$ cat src/inc/tsq_pkg.sv
/*
 package for the trigger sequencer step queue register block: register
 indices, field positions, reset values, engine states and carriers.
 assumes a 16-bit register port with one-cycle read latency.
*/
package tsq_pkg;
   // register indices on the plain register port
   localparam logic [4:0] ADDR_C1_LIMIT = 5'h00;   // counter1_loop_limit
   localparam logic [4:0] ADDR_HOLD = 5'h01;       // general_hold_value
   localparam logic [4:0] ADDR_QPTR = 5'h02;       // step_queue_pointer
   localparam logic [4:0] ADDR_SDLIM = 5'h03;      // step_delay_limit
   localparam logic [4:0] ADDR_CTRL = 5'h04;       // enable and start bits
   localparam logic [4:0] ADDR_QUE_BASE = 5'h08;   // step_queue_pair 0..7 at 08..0F
   localparam int QUE_COUNT = 8;                    // number of queue pair registers
   // field positions
   localparam int CTRL_EN_BIT = 0;                  // sequencer_enable
   localparam int CTRL_START_BIT = 1;               // sequencer_start
   localparam int QPTR_W = 5;                       // pointer width
   // reset values
   localparam logic [15:0] RST_C1_LIMIT = 16'h0000;
   localparam logic [15:0] RST_HOLD = 16'h0000;
   localparam logic [4:0] RST_QPTR = 5'h00;
   localparam logic [15:0] RST_SDLIM = 16'h0000;
   // base step delay added to the programmed limit
   localparam logic [16:0] STEP_BASE_CLOCKS = 17'h00001;
   // step engine states
   typedef enum logic [1:0] {
      TSQ_IDLE = 2'b00,
      TSQ_WAIT = 2'b01,
      TSQ_DONE = 2'b10
   } tsq_state_e;
   // one register access request
   typedef struct packed {
      logic [4:0] addr;
      logic [15:0] wdata;
      logic wr;
      logic rd;
   } tsq_req_s;
endpackage : tsq_pkg

$ cat src/rtl/tsq_regs.sv
/*
 software registers of the trigger sequencer step queue and a minimal step
 walker that advances the queue pointer and applies the copy command.
 assumes a master that holds strobes for one cycle, never both at once.
*/
// How it works
// - counter-1 limit register, sixteen bits, loop count
// - hold register copied out by copy command
// - registers other than control read-only while enabled and started
// - five-bit pointer, upper bits read zero
// - eight queue words, two command bytes each
// - queue contents survive every reset
// - step lasts delay limit plus four clocks
`timescale 1ns/10ps
module tsq_regs #(
   parameter int QUE_N = tsq_pkg::QUE_COUNT
) (
   input wire logic clk,
   input wire logic arst_n,
   input wire logic [4:0] addr,
   input wire logic [15:0] wdata,
   input wire logic wr,
   input wire logic rd,
   output logic [15:0] rdata,
   input wire logic copy_hold_cmd,
   input wire logic [1:0] copy_target,
   input wire logic jump_on_counter1_cmd,
   output logic [15:0] counter1_loop_limit_out,
   output logic [15:0] copy_value,
   output logic copy_strobe,
   output logic [7:0] step_byte,
   output logic step_done,
   output logic [4:0] active_step
);
   tsq_pkg::tsq_req_s req;                 // bundled request
   logic [15:0] counter1_loop_limit;       // loop limit
   logic [15:0] general_hold_value;        // hold value
   logic [4:0] step_queue_pointer;         // active step index
   logic [15:0] step_delay_limit;          // extra clocks per step
   logic sequencer_enable;                 // module enable
   logic sequencer_start;                  // start flag
   logic [15:0] step_queue_pair [QUE_N];   // queue storage, no reset
   tsq_pkg::tsq_state_e state;
   tsq_pkg::tsq_state_e next_state;
   logic [4:0] next_qptr;
   logic [15:0] c1_count;                  // counter1 loop counter
   logic delay_load;
   logic delay_done;
   logic [16:0] delay_cycles;

   assign req = '{addr: addr, wdata: wdata, wr: wr, rd: rd};

   // lock while executing steps
   wire locked = sequencer_enable & sequencer_start;
   wire wr_ok = req.wr & ~locked;
   wire hit_c1 = req.addr == tsq_pkg::ADDR_C1_LIMIT;
   wire hit_hold = req.addr == tsq_pkg::ADDR_HOLD;
   wire hit_qptr = req.addr == tsq_pkg::ADDR_QPTR;
   wire hit_sdlim = req.addr == tsq_pkg::ADDR_SDLIM;
   wire hit_ctrl = req.addr == tsq_pkg::ADDR_CTRL;
   wire hit_que = req.addr[4:3] == tsq_pkg::ADDR_QUE_BASE[4:3];
   wire [2:0] que_idx = req.addr[2:0];
   // byte select from pointer: even step low byte, odd step high byte
   wire [15:0] cur_pair = step_queue_pair[step_queue_pointer[3:1]];
   wire [7:0] cur_byte = step_queue_pointer[0] ? cur_pair[15:8] : cur_pair[7:0];
   wire [15:0] rd_mux =
      hit_c1 ? counter1_loop_limit :
      hit_hold ? general_hold_value :
      hit_qptr ? {11'h000, step_queue_pointer} :
      hit_sdlim ? step_delay_limit :
      hit_ctrl ? {14'h0000, sequencer_start, sequencer_enable} :
      hit_que ? step_queue_pair[que_idx] : 16'h0000;
   wire running = locked;

   // delay of limit plus one base clock
   assign delay_cycles = {1'b0, step_delay_limit} + tsq_pkg::STEP_BASE_CLOCKS;

   tsq_delay_cnt #(.W(17)) u_delay (
      .clk(clk),
      .arst_n(arst_n),
      .load(delay_load),
      .count(delay_cycles),
      .done(delay_done)
   );

   // step walker next state
   always_comb begin
      next_state = state;
      next_qptr = step_queue_pointer;
      delay_load = 1'b0;
      case (state)
         tsq_pkg::TSQ_IDLE: begin
            if (running) begin
               delay_load = 1'b1;
               next_state = tsq_pkg::TSQ_WAIT;
            end
         end
         tsq_pkg::TSQ_WAIT: begin
            if (!running) begin
               next_state = tsq_pkg::TSQ_IDLE;
            end else if (delay_done) begin
               next_state = tsq_pkg::TSQ_DONE;
            end
         end
         tsq_pkg::TSQ_DONE: begin
            // jump back to step 0 while loops remain, else advance
            if (jump_on_counter1_cmd && c1_count != counter1_loop_limit) begin
               next_qptr = 5'h00;
            end else begin
               next_qptr = step_queue_pointer + 5'h01;
            end
            next_state = running ? tsq_pkg::TSQ_IDLE : tsq_pkg::TSQ_IDLE;
         end
         default: begin
            next_state = tsq_pkg::TSQ_IDLE;
         end
      endcase
   end

   // state register
   always_ff @(posedge clk or negedge arst_n) begin
      if (!arst_n) begin
         state <= tsq_pkg::TSQ_IDLE;
      end else begin
         state <= next_state;
      end
   end

   // counter1 loop counter, cleared when not running
   always_ff @(posedge clk or negedge arst_n) begin
      if (!arst_n) begin
         c1_count <= 16'h0000;
      end else if (!running) begin
         c1_count <= 16'h0000;
      end else if (state == tsq_pkg::TSQ_DONE && jump_on_counter1_cmd) begin
         c1_count <= (c1_count == counter1_loop_limit) ? 16'h0000 : c1_count + 16'h0001;
      end
   end

   // software-visible limits and hold
   always_ff @(posedge clk or negedge arst_n) begin
      if (!arst_n) begin
         counter1_loop_limit <= tsq_pkg::RST_C1_LIMIT;
         general_hold_value <= tsq_pkg::RST_HOLD;
         step_delay_limit <= tsq_pkg::RST_SDLIM;
      end else begin
         if (wr_ok && hit_c1) begin
            counter1_loop_limit <= req.wdata;
         end
         if (wr_ok && hit_hold) begin
            general_hold_value <= req.wdata;
         end
         if (wr_ok && hit_sdlim) begin
            step_delay_limit <= req.wdata;
         end else if (copy_hold_cmd && copy_target == 2'b01) begin
            step_delay_limit <= general_hold_value;
         end
      end
   end

   // pointer: software when unlocked, walker when running
   always_ff @(posedge clk or negedge arst_n) begin
      if (!arst_n) begin
         step_queue_pointer <= tsq_pkg::RST_QPTR;
      end else if (wr_ok && hit_qptr) begin
         step_queue_pointer <= req.wdata[4:0];
      end else if (running) begin
         step_queue_pointer <= next_qptr;
      end
   end

   // control bits, always writable so software can stop the run
   always_ff @(posedge clk or negedge arst_n) begin
      if (!arst_n) begin
         sequencer_enable <= 1'b0;
         sequencer_start <= 1'b0;
      end else if (req.wr && hit_ctrl) begin
         sequencer_enable <= req.wdata[tsq_pkg::CTRL_EN_BIT];
         sequencer_start <= req.wdata[tsq_pkg::CTRL_START_BIT];
      end
   end

   // queue storage has no reset term at all
   always_ff @(posedge clk) begin
      if (wr_ok && hit_que) begin
         step_queue_pair[que_idx] <= req.wdata;
      end
   end

   // registered outputs and read data
   always_ff @(posedge clk or negedge arst_n) begin
      if (!arst_n) begin
         rdata <= 16'h0000;
         counter1_loop_limit_out <= 16'h0000;
         copy_value <= 16'h0000;
         copy_strobe <= 1'b0;
         step_byte <= 8'h00;
         step_done <= 1'b0;
         active_step <= 5'h00;
      end else begin
         rdata <= req.rd ? rd_mux : 16'h0000;
         counter1_loop_limit_out <= counter1_loop_limit;
         copy_value <= general_hold_value;
         copy_strobe <= copy_hold_cmd;
         step_byte <= cur_byte;
         step_done <= (state == tsq_pkg::TSQ_DONE);
         active_step <= step_queue_pointer;
      end
   end
endmodule : tsq_regs

$ cat src/rtl/tsq_delay_cnt.sv
/*
 step delay counter: loads a cycle count and pulses done when it runs out.
 assumes load is a one-cycle pulse and the count is at least one.
*/
`timescale 1ns/10ps
module tsq_delay_cnt #(
   parameter int W = 17
) (
   input wire logic clk,
   input wire logic arst_n,
   input wire logic load,
   input wire logic [W-1:0] count,
   output logic done
);
   logic [W-1:0] remain;   // cycles still to run
   logic busy;             // counter is running

   // count down from load, pulse done on the last cycle
   always_ff @(posedge clk or negedge arst_n) begin
      if (!arst_n) begin
         remain <= '0;
         busy <= 1'b0;
         done <= 1'b0;
      end else if (load) begin
         remain <= count;
         busy <= 1'b1;
         done <= 1'b0;
      end else if (busy) begin
         remain <= remain - W'(1);
         busy <= (remain != W'(1));
         done <= (remain == W'(1));
      end else begin
         done <= 1'b0;
      end
   end
endmodule : tsq_delay_cnt

$ cat config.mk
export PLATFORM = sky130hd
export DESIGN_NAME = tsq_regs
export DESIGN_NICKNAME = d
export VERILOG_FILES = /design/src/inc/tsq_pkg.sv /design/src/rtl/tsq_regs.sv /design/src/rtl/tsq_delay_cnt.sv
export SDC_FILE = /design/constraint.sdc
export NUM_CORES = 1
export LEC_CHECK = 0
export BUFFER_PORTS_ARGS = -buffer_cell sky130_fd_sc_hd__buf_2
export CAP_MARGIN = 20
export CELL_PAD_IN_SITES_DETAIL_PLACEMENT = 0
export CELL_PAD_IN_SITES_GLOBAL_PLACEMENT = 1
export CORE_MARGIN = 2
export CORE_UTILIZATION = 55
export DETAILED_ROUTE_END_ITERATION = 8
export PLACE_DENSITY_LB_ADDON = 0.08
export SETUP_SLACK_MARGIN = 0.1
export SYNTH_ARGS = -nofsm -noshare
export SYNTH_HDL_FRONTEND = slang
export SYNTH_HIERARCHICAL = 1
export SYNTH_SLANG_ARGS = --single-unit
$ cat constraint.sdc
create_clock -name clk -period 4.9 [get_ports clk]
set_input_delay 0.245 -clock clk [delete_from_list [all_inputs] [get_ports clk]]
set_output_delay 0.245 -clock clk [all_outputs]
set_load 0.01 [all_outputs]
Word level (Yosys, flattened, before mapping)
Memory sizes are Yosys's and may differ from the RTL's.
Cells that the tools add are included.
W data, S select, Z words.
- flip-flop bits (word level): 155
- bits in writable memories: 128
- input port bits: 29
- output and inout port bits: 63
- word-level logic and storage cells: 89
- memories kept: 1
- memory list (memory ; words ; width ; read ports ; clocked after memory_dff ; wr ports ; RTL line ; RTL):
    step_queue_pair ; 8 ; 16 ; 2 ; 0 ; 1 ; tsq_regs.sv:42 ; logic [15:0] step_queue_pair [QUE_N];
- add/subtract/negate cells: 4
- eq/ne operators: 15
- multiplexer cells: 31
- bitwise operators: 3
- reduce and logical (&&, ||, !) cells: 17
- operators with widths (kind ; count):
    $mux W16 ; 12
    $mux W17 ; 2
    $mux W5 ; 4
    $add A16 B1 Y17 const B ; 1
    $eq A17 B1 Y1 const B ; 1
    $ne A17 B1 Y1 const B ; 1
    $sub A17 B1 Y17 const B ; 1
    $add A16 B1 Y16 const B ; 1
    $eq A16 B16 Y1 ; 1
    $ne A16 B16 Y1 ; 1
    $eq A5 B2 Y1 const B ; 2
    $logic_and A1 B1 Y1 ; 9
    $mux W1 ; 8
    $mux W8 ; 1
    $reduce_bool A2 Y1 ; 4
    $eq A2 B1 Y1 const B ; 3
    $mux W2 ; 3
    $add A5 B1 Y5 const B ; 1
    $eq A5 B1 Y1 const B ; 1
    $eq A5 B3 Y1 const B ; 1
    $logic_not A5 Y1 ; 1
    $pmux W2 S2 ; 1
    $reduce_and A2 Y1 ; 2
    $ne A3 B2 Y1 const B ; 1
    other kinds (6) ; 7

Longest topological paths before layout
Gate-level depths: netlist of the first run.
- word-level depth: 8
- mapped depth: 9
- gate-level depth less buffers: 7

Modules after synthesis
Netlist of the first run, hierarchy kept.
- by module, submodules not included (module ; times used ; cells each ; area each (um^2)):
    tsq_regs ; 1 ; 758 ; 11831.3
    tsq_delay_cnt ; 1 ; 119 ; 1066.0

Worst setup path after synthesis of the first run
OpenSTA, ideal clock, no wires.
- path type: input -> register
- from: input addr[2]
- to: memory step_queue_pair[4][0], enable pin
- library setup time: 0.409 ns
- arrival time: 2.279 ns
- setup slack: 2.211 ns
- stages on the path: 5
- buffers on the path: 3
- cells stage by stage: buf_6 > clkbuf_1 > buf_2 > nand4_1 > nor3_1
- RTL lines (item ; RTL line ; RTL):
    from (decl) ; tsq_regs.sv:20 ; input wire logic [4:0] addr,
    to (decl) ; tsq_regs.sv:42 ;
No word-level cell before the write port.

Worst setup path in the final report of the first run
- from: register counter1_loop_limit[14]
- to: register c1_count[9]
- cells in the longest elaborated chain, start to end: 4
- ends and longest elaborated chain (item ; RTL line ; RTL):
    from (decl) ; tsq_regs.sv:36 ; logic [15:0] counter1_loop_limit;
    from (signal assigned) ; tsq_regs.sv:143 ; counter1_loop_limit <= tsq_pkg::RST_C1_LIMIT;
    from (signal assigned) ; tsq_regs.sv:148 ; counter1_loop_limit <= req.wdata;
    $eq A16 B16 Y1 ; tsq_regs.sv:136 ; c1_count <= (c1_count == counter1_loop_limit) ? 16'h0000 : c1_count + 16'h0001;
    $mux W16 ; tsq_regs.sv:136 ;
    $mux W16 ; tsq_regs.sv:135 ; end else if (state == tsq_pkg::TSQ_DONE && jump_on_counter1_cmd) begin
    $mux W16 ; tsq_regs.sv:133 ; end else if (!running) begin
    to (signal assigned) ; tsq_regs.sv:136 ;
    to (decl) ; tsq_regs.sv:46 ; logic [15:0] c1_count;
Every way passes these cells. The select of a mux whose other input is x is not followed.
A chain may end at the register's enable or synchronous reset.

==> results of run 1 <==
-- metrics by stage --
stage	instance area, µm²	instances	setup slack (ns)	util (%)	power [µW]
6_report	14700	1312	2.40	63.0	6520
5_1_grt	14700	1312	2.17	63.0	6800
4_1_cts	14600	1310	2.35	62.9	6560
3_5_place_dp	13600	1253	2.23	58.4	4310
3_3_place_gp	13600	1253	2.30	58.4	4270
2_1_floorplan	12900	877	2.21	-	3860
-- registers in the layout (all words and copies together) (netlist names), 8 cells and up --
signal and cells:
general_hold_value 16, step_delay_limit 16, step_queue_pair 128, c1_count 16
counter1_loop_limit 16, u_delay/remain 17, rdata 16, copy_value 16
step_byte 8, counter1_loop_limit_out 16
-- worst max-delay path, stage by stage, from the launching register on --
cell and delay [ns]:
dfrtp_1 0.48, xor2_1 0.18, nor4_1 0.36, nand4_2 0.33, a31oi_1 0.84, nor2_1 0.14
-- layout by cell type, fill, tap and decap left out, drive strengths merged, types with 3 or more instances in the layout --
cell type    synthesis  layout
edfxtp             128     128
mux2                40      40
or3                  7       7
xor2                35      35
nand2               56      56
a211oi              15      15
nor3                16      16
a21oi               35      35
and2                 5       5
mux2i               30      30
dfrtp              155     155
o311ai               3       3
nand3               26      26
clkinvlp             0       3
nor2b                5       5
nand4               11      11
dlygate4sd3          0       3
a31oi                3       3
inv                  6       7
o221ai              11      11
buf                 25     109
and3                 6       6
clkbuf              25      38
clkinv               0      10
nand2b               8       8
o31a                 6       6
ha                   5       5
nor4                14      14
mux4                74      74
nor2                64      64
o21ai               22      22
xnor2               16      16
-- cells in the mapped netlist (9+ instances only) --
library cell / count
xor2_1: 35
edfxtp_1: 128
nand3_1: 25
o221ai_1: 11
mux2_4: 10
nor4_1: 12
nand4_1: 9
a21oi_1: 35
clkbuf_1: 23
dfrtp_1: 155
nand2_1: 55
mux4_2: 74
mux2i_1: 30
nor3_1: 14
nor2_1: 62
a211oi_1: 15
xnor2_1: 16
mux2_2: 28
buf_2: 11
o21ai_0: 18
-- cells by family (layout without fill, tap and decap cells) --
group                      after synthesis  count (layout)  synth area share [%]
buffers and inverters                   56             172                  2.48
adders and majority gates                5               5                 0.485
xor gates and xnor gates                51              51                  3.46
muxes                                  144             144                  19.0
AOI/OAI and AO/OA                      107             107                  5.40
and+or+nand+nor                        231             231                  9.25
DFF                                    283             283                  59.9
-- metal layers --
metal	vias up	share of wire (%)	wire length (µm)	track usage [%]
met4	0	3.2	998	7.88
met5	-	0	0	0
met2	268	49	15300	43.1
met3	65	5.9	1840	3.85
met1	4126	41	12800	35.2
li1	3554	-	-	-
-- final timing paths --
kind | cells after the start | slack [ns] | endpoint
worst max-delay path | 5 | 2.40 | c1_count[9]
worst min-delay path | 1 | 0.04 | step_queue_pair[0][11]
worst max register to register | 5 | 2.40 | c1_count[9]
worst min register to register | 0 | 0.45 | copy_value[10]
max in group asynchronous | 3 | 4.10 | copy_value[6]
min in group asynchronous | 2 | 0.07 | state[1]
-- final cells by class --
type                    instances  share of cell area [%]
repair buffers                112                    4.46
clock buffers                  38                    5.68
well taps                     319                    2.72
multi-input cells             538                    33.2
inverters                       6                   0.154
flip-flops and latches        283                    52.7
clock inverters                16                    1.12
-- power groups by stage --
stage	registers, µW	clock network, µW	logic [µW]
floorplan	3060	0	805
global placement	3160	0	1110
detailed placement	3170	0	1130
CTS	3130	2280	1140
global route	3170	2390	1250
finish	3130	2250	1130
==> impl_results.md, run 1 <==
- Status: complete, no violations
- Largest net degree at the start of global routing: around 120
- Skew final: ~0.018 ns
- CP startpoint: counter1_loop_limit[14]
- Clock buffer depth: 3
- GRT Util Overall: 25.7%
- Die X: ~160 µm
- Row count: 56
- Synthesized area: between 10000 and 15000 µm²
- Fmax: 399 MHz
- Final Hold Viols: 0
- Synth top area cells: dfrtp_1, edfxtp_1, mux4_2
- Layout cells sized above 1: about 30%
- Core Footprint: 23300 µm²
- Hold buffers post-CTS: 3
- Final WL: 30900 µm
- Final worst path period need: between 2 and 3 ns
- Hold Crit Class: primary input to flip-flop
- Distinct cells, synth: 64
- CTS buffer count: 29
- Gp weighted congestion: slightly below 0.9
- Lkg Pwr: a little under 0.006 µW
- Register area share after synthesis: 59.9%
- P_sw: roughly 1900 µW
- Post-CTS sizing: 0
- Area of the multi-input gates: 4870 µm²
- Slew HR: 27.7%
- Final nets: around 1000
- Ant diodes: 0
- Clk_lat worst skew: approximately 0.57 ns
- Worst hold margin: ~0.038 ns
- Via count: ~8000
- Register bit total from synthesis: 283
- # clock sinks: roughly 280
- CP Launch Type: flip-flop
- Setup bufs post-CTS: 0
- DP Wirelength: slightly above 20000 µm
- Main flop type after synthesis: dfrtp_1
- # IOs: 92
- Period utilisation layout: around half
- Area Growth Syn to Fin: 13.7%
- Max-Cap Viols: 0
- Routed len/inst: 23.6 µm
- R2R Path Start: counter1_loop_limit[14]
- Post-Syn Instances: between 800 and 900
- Area leader, netlist: dfrtp_1
- Max VDD drop: around 0.42 mV
- Die H: between 150 and 200 µm
- Drt drc: 0
- Initial antenna violation count: 0
- Worst Hold Launch: wdata[11]
- I/O Buffers: 91
- Post-synth EDFFs: between 100 and 150
- Setup TNS: 0 ns
- Gate power share: between 10% and 20%
- Synth warn: 6
- Cell internal pwr: between 4000 and 5000 µW
- Aggregate global routing overflow: 0
- Sequential share of power: between 40% and 50%
- Number of global-route vias before repair: a little over 8000
- Clk pwr share: 34.6%
- CP endpoint kind: flip-flop
- CTS tree: built
- CTS H-Tree Depth: 1
- Avg Cell Area, Syn: 14.7 µm²
- Worst Tran Pin Value: 1.08 ns
- PD cells: about 440 nW/µm²
- Clk slew on worst S/H paths: around 0.060 ns
- Post-synth ARST share: ~55%
- Critical path peak fanout: 11
- DRT iter0 DRCs: between 700 and 800
- Share of the synthesized area in the top cell type: 30.1%
- Final setup viols: 0
- Initial DRT Pass Iterations: 5
- Fillers: 1801
- RSZ-0062 raised after global routing: false
- Setup CP Type: flip-flop to flip-flop
- Initial Util: roughly 55%
- Clk root buf: clkbuf_16
- Final slew viol count: 0
- Via density: about 6
- Arr. time, crit path: between 2 and 3 ns
- Die area: roughly 25000 µm²
- Reg area: approximately 7700 µm²
- Critical Path RT: 5.29 ns
- Global-route wire length before repair: ~48000 µm
- Sw Ratio: approximately 29%
- ANT nets after route: 0
- Net Count, Synth: between 900 and 1000
Note: power is estimated with default switching activity, not from simulation.
==> run 2: changes to the inputs <==
--- a/config.mk
+++ b/config.mk
@@ -10,7 +10,7 @@
 export CELL_PAD_IN_SITES_DETAIL_PLACEMENT = 0
 export CELL_PAD_IN_SITES_GLOBAL_PLACEMENT = 1
 export CORE_MARGIN = 2
-export CORE_UTILIZATION = 55
+export CORE_UTILIZATION = 51
 export DETAILED_ROUTE_END_ITERATION = 8
 export PLACE_DENSITY_LB_ADDON = 0.08
 export SETUP_SLACK_MARGIN = 0.1
==> constraint.sdc (replaced) <==
create_clock -name clk -period 2.35 [get_ports clk]
set_input_delay 0.1175 -clock clk [delete_from_list [all_inputs] [get_ports clk]]
set_output_delay 0.1175 -clock clk [all_outputs]
set_load 0.01 [all_outputs]
==> run 2 against run 1 <==
- maximum frequency is 24% higher
- largest cell class unchanged
- critical path type unchanged
- via count grew 2.2%
- critical path depth fell by 2
- clock power grew 110%
- sequential power grew 110%
- worst setup slack lost 2.1 ns
- clock-buffer cell count increased by 3
- sequential share of layout area decreased by 1.9 points
==> impl_results.md, run 2 (same netlist as run 1, synthesis figures left out) <==
- Layout cells sized above 1: roughly 30%
- ANT nets after route: 0
- Skew final: about 0.018 ns
- Initial Util: 51.5%
- Final slew viol count: 0
- Die X: 163 µm
- Final setup viols: 0
- Initial antenna violation count: 0
- Fmax: a little under 500 MHz
- Largest net degree at the start of global routing: 65
- Fillers: 1938
- Die H: about 160 µm
- Global-route wire length before repair: between 50000 and 60000 µm
- R2R depth: 3
- Top flop regs: step_queue_pair x128, u_delay/remain x17
- Lkg Pwr: 0.00616 µW
- Routed len/inst: between 20 and 25 µm
- CTS buffer count: 30
- Die area: around 27000 µm²
- Final WL: between 30000 and 40000 µm
- Max VDD drop: about 0.63 mV
- Critical Path RT: 2.78 ns
- Commonest non-fill, non-tap cell in the layout: dfrtp_1
- Drt drc: 0
- Final core occ: between 60% and 70%
- Most flop-heavy register: step_queue_pair
- CTS H-Tree Depth: 1
- GRT Util Overall: 25.9%
- Via density: about 6.0
- CP Launch Type: flip-flop
- Clk slew on worst S/H paths: around 0.060 ns
- Slew HR: a little under three fifths
- Max FFs per register: between 100 and 150
- Cells after DPL: 1298
- Period utilisation layout: between 80% and 90%
- Final nets: roughly 1100
- RSZ-0062 raised after global routing: false
- Final worst path period need: between 2 and 2.5 ns
- Gp weighted congestion: approximately 0.83
- PD cells: roughly 910 nW/µm²
- Status: complete, no violations
- Arr. time, crit path: around 2.4 ns
- Tot Pwr: approximately 14000 µW
- # clock sinks: around 280
- Row count: a little under 60
- Hold depth: 4
- Clock buffer depth: 3
- Final Cell Area: 15200 µm²
- Setup CP Type: flip-flop to flip-flop
- Setup TNS: 0 ns
- CTS tree: built
- Ant diodes: 0
- Max-Cap Viols: 0
- Clk_lat worst skew: 0.57 ns
- Worst Tran Pin Value: ~0.66 ns
- DRT iter0 DRCs: between 700 and 800
- Hold Crit Class: primary input to flip-flop
- Clk root buf: clkbuf_16
- Final cell count without fillers: 1374
- Final Hold Viols: 0
- Core Footprint: roughly 25000 µm²
- Most frequent cells in the layout: dfrtp_1, edfxtp_1, buf_2
- Setup bufs post-CTS: 0
- Initial DRT Pass Iterations: 5
- Via count: slightly above 8000
- CP endpoint kind: flip-flop
- I/O Buffers: 91
- DP Wirelength: approximately 23000 µm
- Number of global-route vias before repair: ~8600
- Critical path peak fanout: 16
- Cell Area, Placed: 14000 µm²
- Aggregate global routing overflow: 0
- Area Growth Syn to Fin: 18.0%
- # IOs: 92
## run 2: repair_timing
action / 4_1_cts / 5_1_grt
gates resized for setup: 0 / 0
hold buffers: 22 / 0
endpoints found under the hold margin: 220 / 0
## run 2: final cells by class
cell class | instances | area [µm²] | area share, %
clock buffers | 41 | 832 | 5.47
repair buffers | 163 | 1210 | 7.93
multi-input cells | 538 | 4870 | 32.0
inverters | 6 | 22.5 | 0.148
clock inverters | 13 | 154 | 1.01
well taps | 330 | 413 | 2.71
flip-flops and latches | 283 | 7720 | 50.7
## run 2: power breakdown
group          internal [µW]  total [µW]  switching [µW]
sequential              5770        6450             670
clock                   2790        4700            1910
combinational           1320        2650            1330
total                   9890       13800            3910
## run 2: through the flow
stage | hold WS, ns | setup slack, ns
final | 0.0615 | 0.337
after global routing | 0.0706 | 0.206
after CTS | 0.0403 | 0.358
after detailed placement | 0.161 | 0.371
after global placement | 0.152 | 0.361
after floorplan | -0.178 | 0.217
## run 2: metal layers
metal	global-route usage (%)	part of all wire [%]	routed length (µm)	up-vias
met5	0	0	0	-
met4	7.20	2.6	873	0
met3	3.38	5.0	1660	68
met2	44.4	51	16900	260
met1	35.3	41	13700	4209
li1	-	-	-	3656
## run 2: final timing paths
path	endpoint	startpoint	slack (ns)
worst max-delay path	counter1_loop_limit[15]	sequencer_enable	0.34
worst min-delay path	step_queue_pointer[3]	jump_on_counter1_cmd	0.06
worst max register to register	counter1_loop_limit[15]	sequencer_enable	0.34
worst min register to register	copy_value[3]	general_hold_value[3]	0.44
max in group asynchronous	u_delay/remain[11]	arst_n	1.45
min in group asynchronous	counter1_loop_limit[1]	arst_n	0.12
## run 2: critical path, stage by stage (launching register included)
cell and delay [ns]:
dfrtp_1 0.50, nand2_2 0.28, nand4_2 0.57, mux2_2 0.52
==> run 3: changes to the inputs <==
--- a/config.mk
+++ b/config.mk
@@ -5,12 +5,13 @@
 export SDC_FILE = /design/constraint.sdc
 export NUM_CORES = 1
 export LEC_CHECK = 0
+export ABC_AREA = 1
 export BUFFER_PORTS_ARGS = -buffer_cell sky130_fd_sc_hd__buf_2
 export CAP_MARGIN = 20
 export CELL_PAD_IN_SITES_DETAIL_PLACEMENT = 0
 export CELL_PAD_IN_SITES_GLOBAL_PLACEMENT = 1
 export CORE_MARGIN = 2
-export CORE_UTILIZATION = 51
+export CORE_UTILIZATION = 47
 export DETAILED_ROUTE_END_ITERATION = 8
 export PLACE_DENSITY_LB_ADDON = 0.08
 export SETUP_SLACK_MARGIN = 0.1
==> run 3 against run 2 <==
- routed wire length up 19%
- clock-buffer cell count grew 5
- worst setup slack got worse by 0.070 ns
- area after synthesis rose by 4.2%
- combinational power grew 7%
- total power is 1.4% higher
- global-route usage grew 0.39 points
- cell area is 3.2% higher
- sequential share of layout area down 1.6 points
- largest power group unchanged
- highest routed layer unchanged
==> impl_results.md, run 3 <==
- Sw Ratio: between 30% and 40%
- Largest net degree at the start of global routing: 67
- Post-synth ARST share: 54.8%
- Tot Pwr: around 14000 µW
- Final nets: ~1600
- Hold EP: rdata[0]
- Top flop regs: step_queue_pair x128, u_delay/remain x17
- CP Launch Type: flip-flop
- Register bit total from synthesis: ~280
- Gate power share: 20.3%
- Commonest non-fill, non-tap cell in the layout: nand2_1
- # clock sinks: approximately 280
- Clk pwr share: between 30 and 40%
- Clock buffer depth: 3
- Final Hold Viols: 0
- I/O Buffers: 91
- R2R Path Start: step_delay_limit[1]
- Sequential share of power: a little over two fifths
- Critical Path RT: 2.81 ns
- Routed len/inst: around 20 µm
- Die H: 173 µm
- Number of global-route vias before repair: 10300
- Share of the synthesized area in the top cell type: around 29%
- Max VDD drop: approximately 0.52 mV
- Row count: just over 60
- Worst Hold Launch: addr[4]
- Pre-CTS worst setup slack: around 0.32 ns
- # IOs: 92
- Worst Slack Setup Final: roughly 0.27 ns
- Final core occ: between 50 and 60%
- DP Wirelength: 26500 µm
- Hold Crit Class: primary input to flip-flop
- Setup TNS: 0 ns
- DRT iter0 DRCs: ~1200
- CTS tree: built
- Area Growth Syn to Fin: 16.9%
- Final Cell Area: between 15000 and 20000 µm²
- Most frequent cells in the layout: nand2_1, nor2_1, dfrtp_1
- Layout cells sized above 1: 15.7%
- Via count: between 10000 and 15000
- Die area: between 20000 and 30000 µm²
- PD cells: slightly below 900 nW/µm²
- Avg Cell Area, Syn: between 9 and 10 µm²
- ANT nets after route: 0
- Final setup viols: 0
- Cell internal pwr: 9680 µW
- CP endpoint kind: flip-flop
- Initial antenna violation count: 0
- Critical Path, Cell by Cell: ha_1 -> nand3_1 -> nor3_2 -> nand2_1 -> nor2_1 -> nand3_1 -> xor2_1 -> a22oi_1 -> nand2_1
- Initial Util: a little under half
- RSZ-0062 raised after global routing: false
- Core Footprint: ~28000 µm²
- Most numerous cell in the Yosys netlist: nand2_1
- Global-route wire length before repair: 61100 µm
- Gp weighted congestion: just under 0.9
- CTS H-Tree Depth: 1
- Slowest CP cell: dfrtp_1
- Synth top area cells: dfrtp_1, edfxtp_1, nand2_1
- Final worst path period need: approximately 2.1 ns
- R2R depth: 9
- Fmax: between 400 and 500 MHz
- Cell Area, Placed: between 10000 and 15000 µm²
- CTS buffer count: 31
- Ant diodes: 0
- Worst Tran Pin Value: roughly 0.63 ns
- Post-synth EDFFs: approximately 130
- Lkg Pwr: a little under 0.007 µW
- Clk_lat worst skew: 0.57 ns
- Synth warn: 6
- Max FFs per register: between 100 and 150
- Most common library cells after synthesis: nand2_1, nor2_1, dfrtp_1
- Initial DRT Pass Iterations: 5
- Max-Cap Viols: 0
- Clk slew on worst S/H paths: 0.06 ns
- GRT Util Overall: a little over a quarter
- Skew final: 0.0160 ns
- Worst R2R End: u_delay/remain[14]
- Final slew viol count: 0
- Fillers: between 2000 and 3000
- Area leader, netlist: dfrtp_1
- Clk root buf: clkbuf_16
- Critical Path Max Stage Delay: approximately 0.43 ns
- Hold depth: 6
- Most flop-heavy register: step_queue_pair
- Distinct cells, synth: 44
- Synthesized area: between 10000 and 15000 µm²
- Register area share after synthesis: a little under three fifths
- Aggregate global routing overflow: 0
- P_sw: approximately 4300 µW
- Arr. time, crit path: 2.54 ns
- Slew HR: between 50% and 60%
- Period utilisation layout: around nine tenths
- Post-Syn Instances: between 1000 and 1500
- Main flop type after synthesis: dfrtp_1
- Setup CP Type: flip-flop to flip-flop
- Reg2reg setup slack: about 0.27 ns
- Die X: ~170 µm
- Via density: 5.54
- Final WL: just under 40000 µm
- Critical path peak fanout: 4
- Drt drc: 0
- Status: complete, no violations
- Net Count, Synth: 1444
-- run 3: cell count changes after synthesis, sizes merged, moves of 74 or more --
cell,change
nand3,+103
nor2,+114
inv,+125
nand2,+207
mux4,-74
o21ai,+92
-- run 3: worst max-delay path, delay by kind of cell, from the launching register on --
| kind | cells | cell delay, ns |
|---|---|---|
| simple gates | 6 | 0.98 |
| flops | 1 | 0.43 |
| fa+ha+maj | 1 | 0.22 |
| compound gates | 1 | 0.18 |
| xor+xnor | 1 | 0.17 |
-- run 3: kinds of logic after synthesis --
logic type / count (synthesis) / share of synthesized area, %
buffers and inverters: 199 / 6.52
and+or+nand+nor: 602 / 20.0
xor gates and xnor gates: 41 / 2.67
AOI/OAI and AO/OA: 280 / 12.9
DFF: 283 / 57.4
adders and majority gates: 5 / 0.465
-- run 3: area by class of cell --
cell class	instances	area [µm²]	share of cell area, %
timing repair buffer	156	1070	6.81
sequential	283	7720	49.2
clock buffer	46	953	6.07
clock inverter	12	119	0.756
multi-input combinational	928	4860	31.0
inverter	133	509	3.24
tap	378	473	3.01
-- run 3: how the worst max path moves through the flow --
| stage | from | to | slack (ns) | cells after the start |
|---|---|---|---|---|
| 3_3_place_gp | step_delay_limit[0] | u_delay/remain[14] | 0.37 | 9 |
| 2_1_floorplan | addr[3] | step_queue_pair[0][0] | -0.06 | 5 |
| 4_1_cts | step_delay_limit[1] | u_delay/remain[14] | 0.32 | 9 |
| 6_report | step_delay_limit[1] | u_delay/remain[14] | 0.27 | 9 |
| 3_5_place_dp | step_delay_limit[0] | u_delay/remain[14] | 0.32 | 9 |
| 5_1_grt | step_delay_limit[0] | u_delay/remain[14] | 0.16 | 9 |
-- run 3: through the flow --
| stage | std cells | hold slack, ns |
|---|---|---|
| floorplan | 1410 | -0.178 |
| global placement | 1855 | 0.0936 |
| detailed placement | 1855 | 0.0905 |
| CTS | 1936 | 0.0230 |
| global route | 1936 | 0.0608 |
| finish | 1936 | 0.0475 |
-- run 3: power groups by stage --
stage	Combinational, µW	Sequential [µW]	Clock (µW)
global route	3200	6200	5330
global placement	2770	6230	0
floorplan	1810	6200	0
detailed placement	2800	6230	0
finish	2840	6140	5020
CTS	2850	6140	5090
-- run 3: layer usage --
metal  GRT usage, %  vias up  part of all wire [%]  wire length (µm)
met2           40.3      391                    44             17400
met3           4.95       45                   7.3              2890
met1           39.1     5214                    47             18400
met5              0        -                     0                 0
li1               -     5075                     -                 -
met4           6.00        0                   1.9               731
-- run 3: timing repair --
| item | in CTS | in global routing |
|---|---|---|
| buffers inserted | 0 | 0 |
| hold buffers | 23 | 0 |
| endpoints found under the hold margin | 293 | 0 |
| gates resized for setup | 0 | 0 |
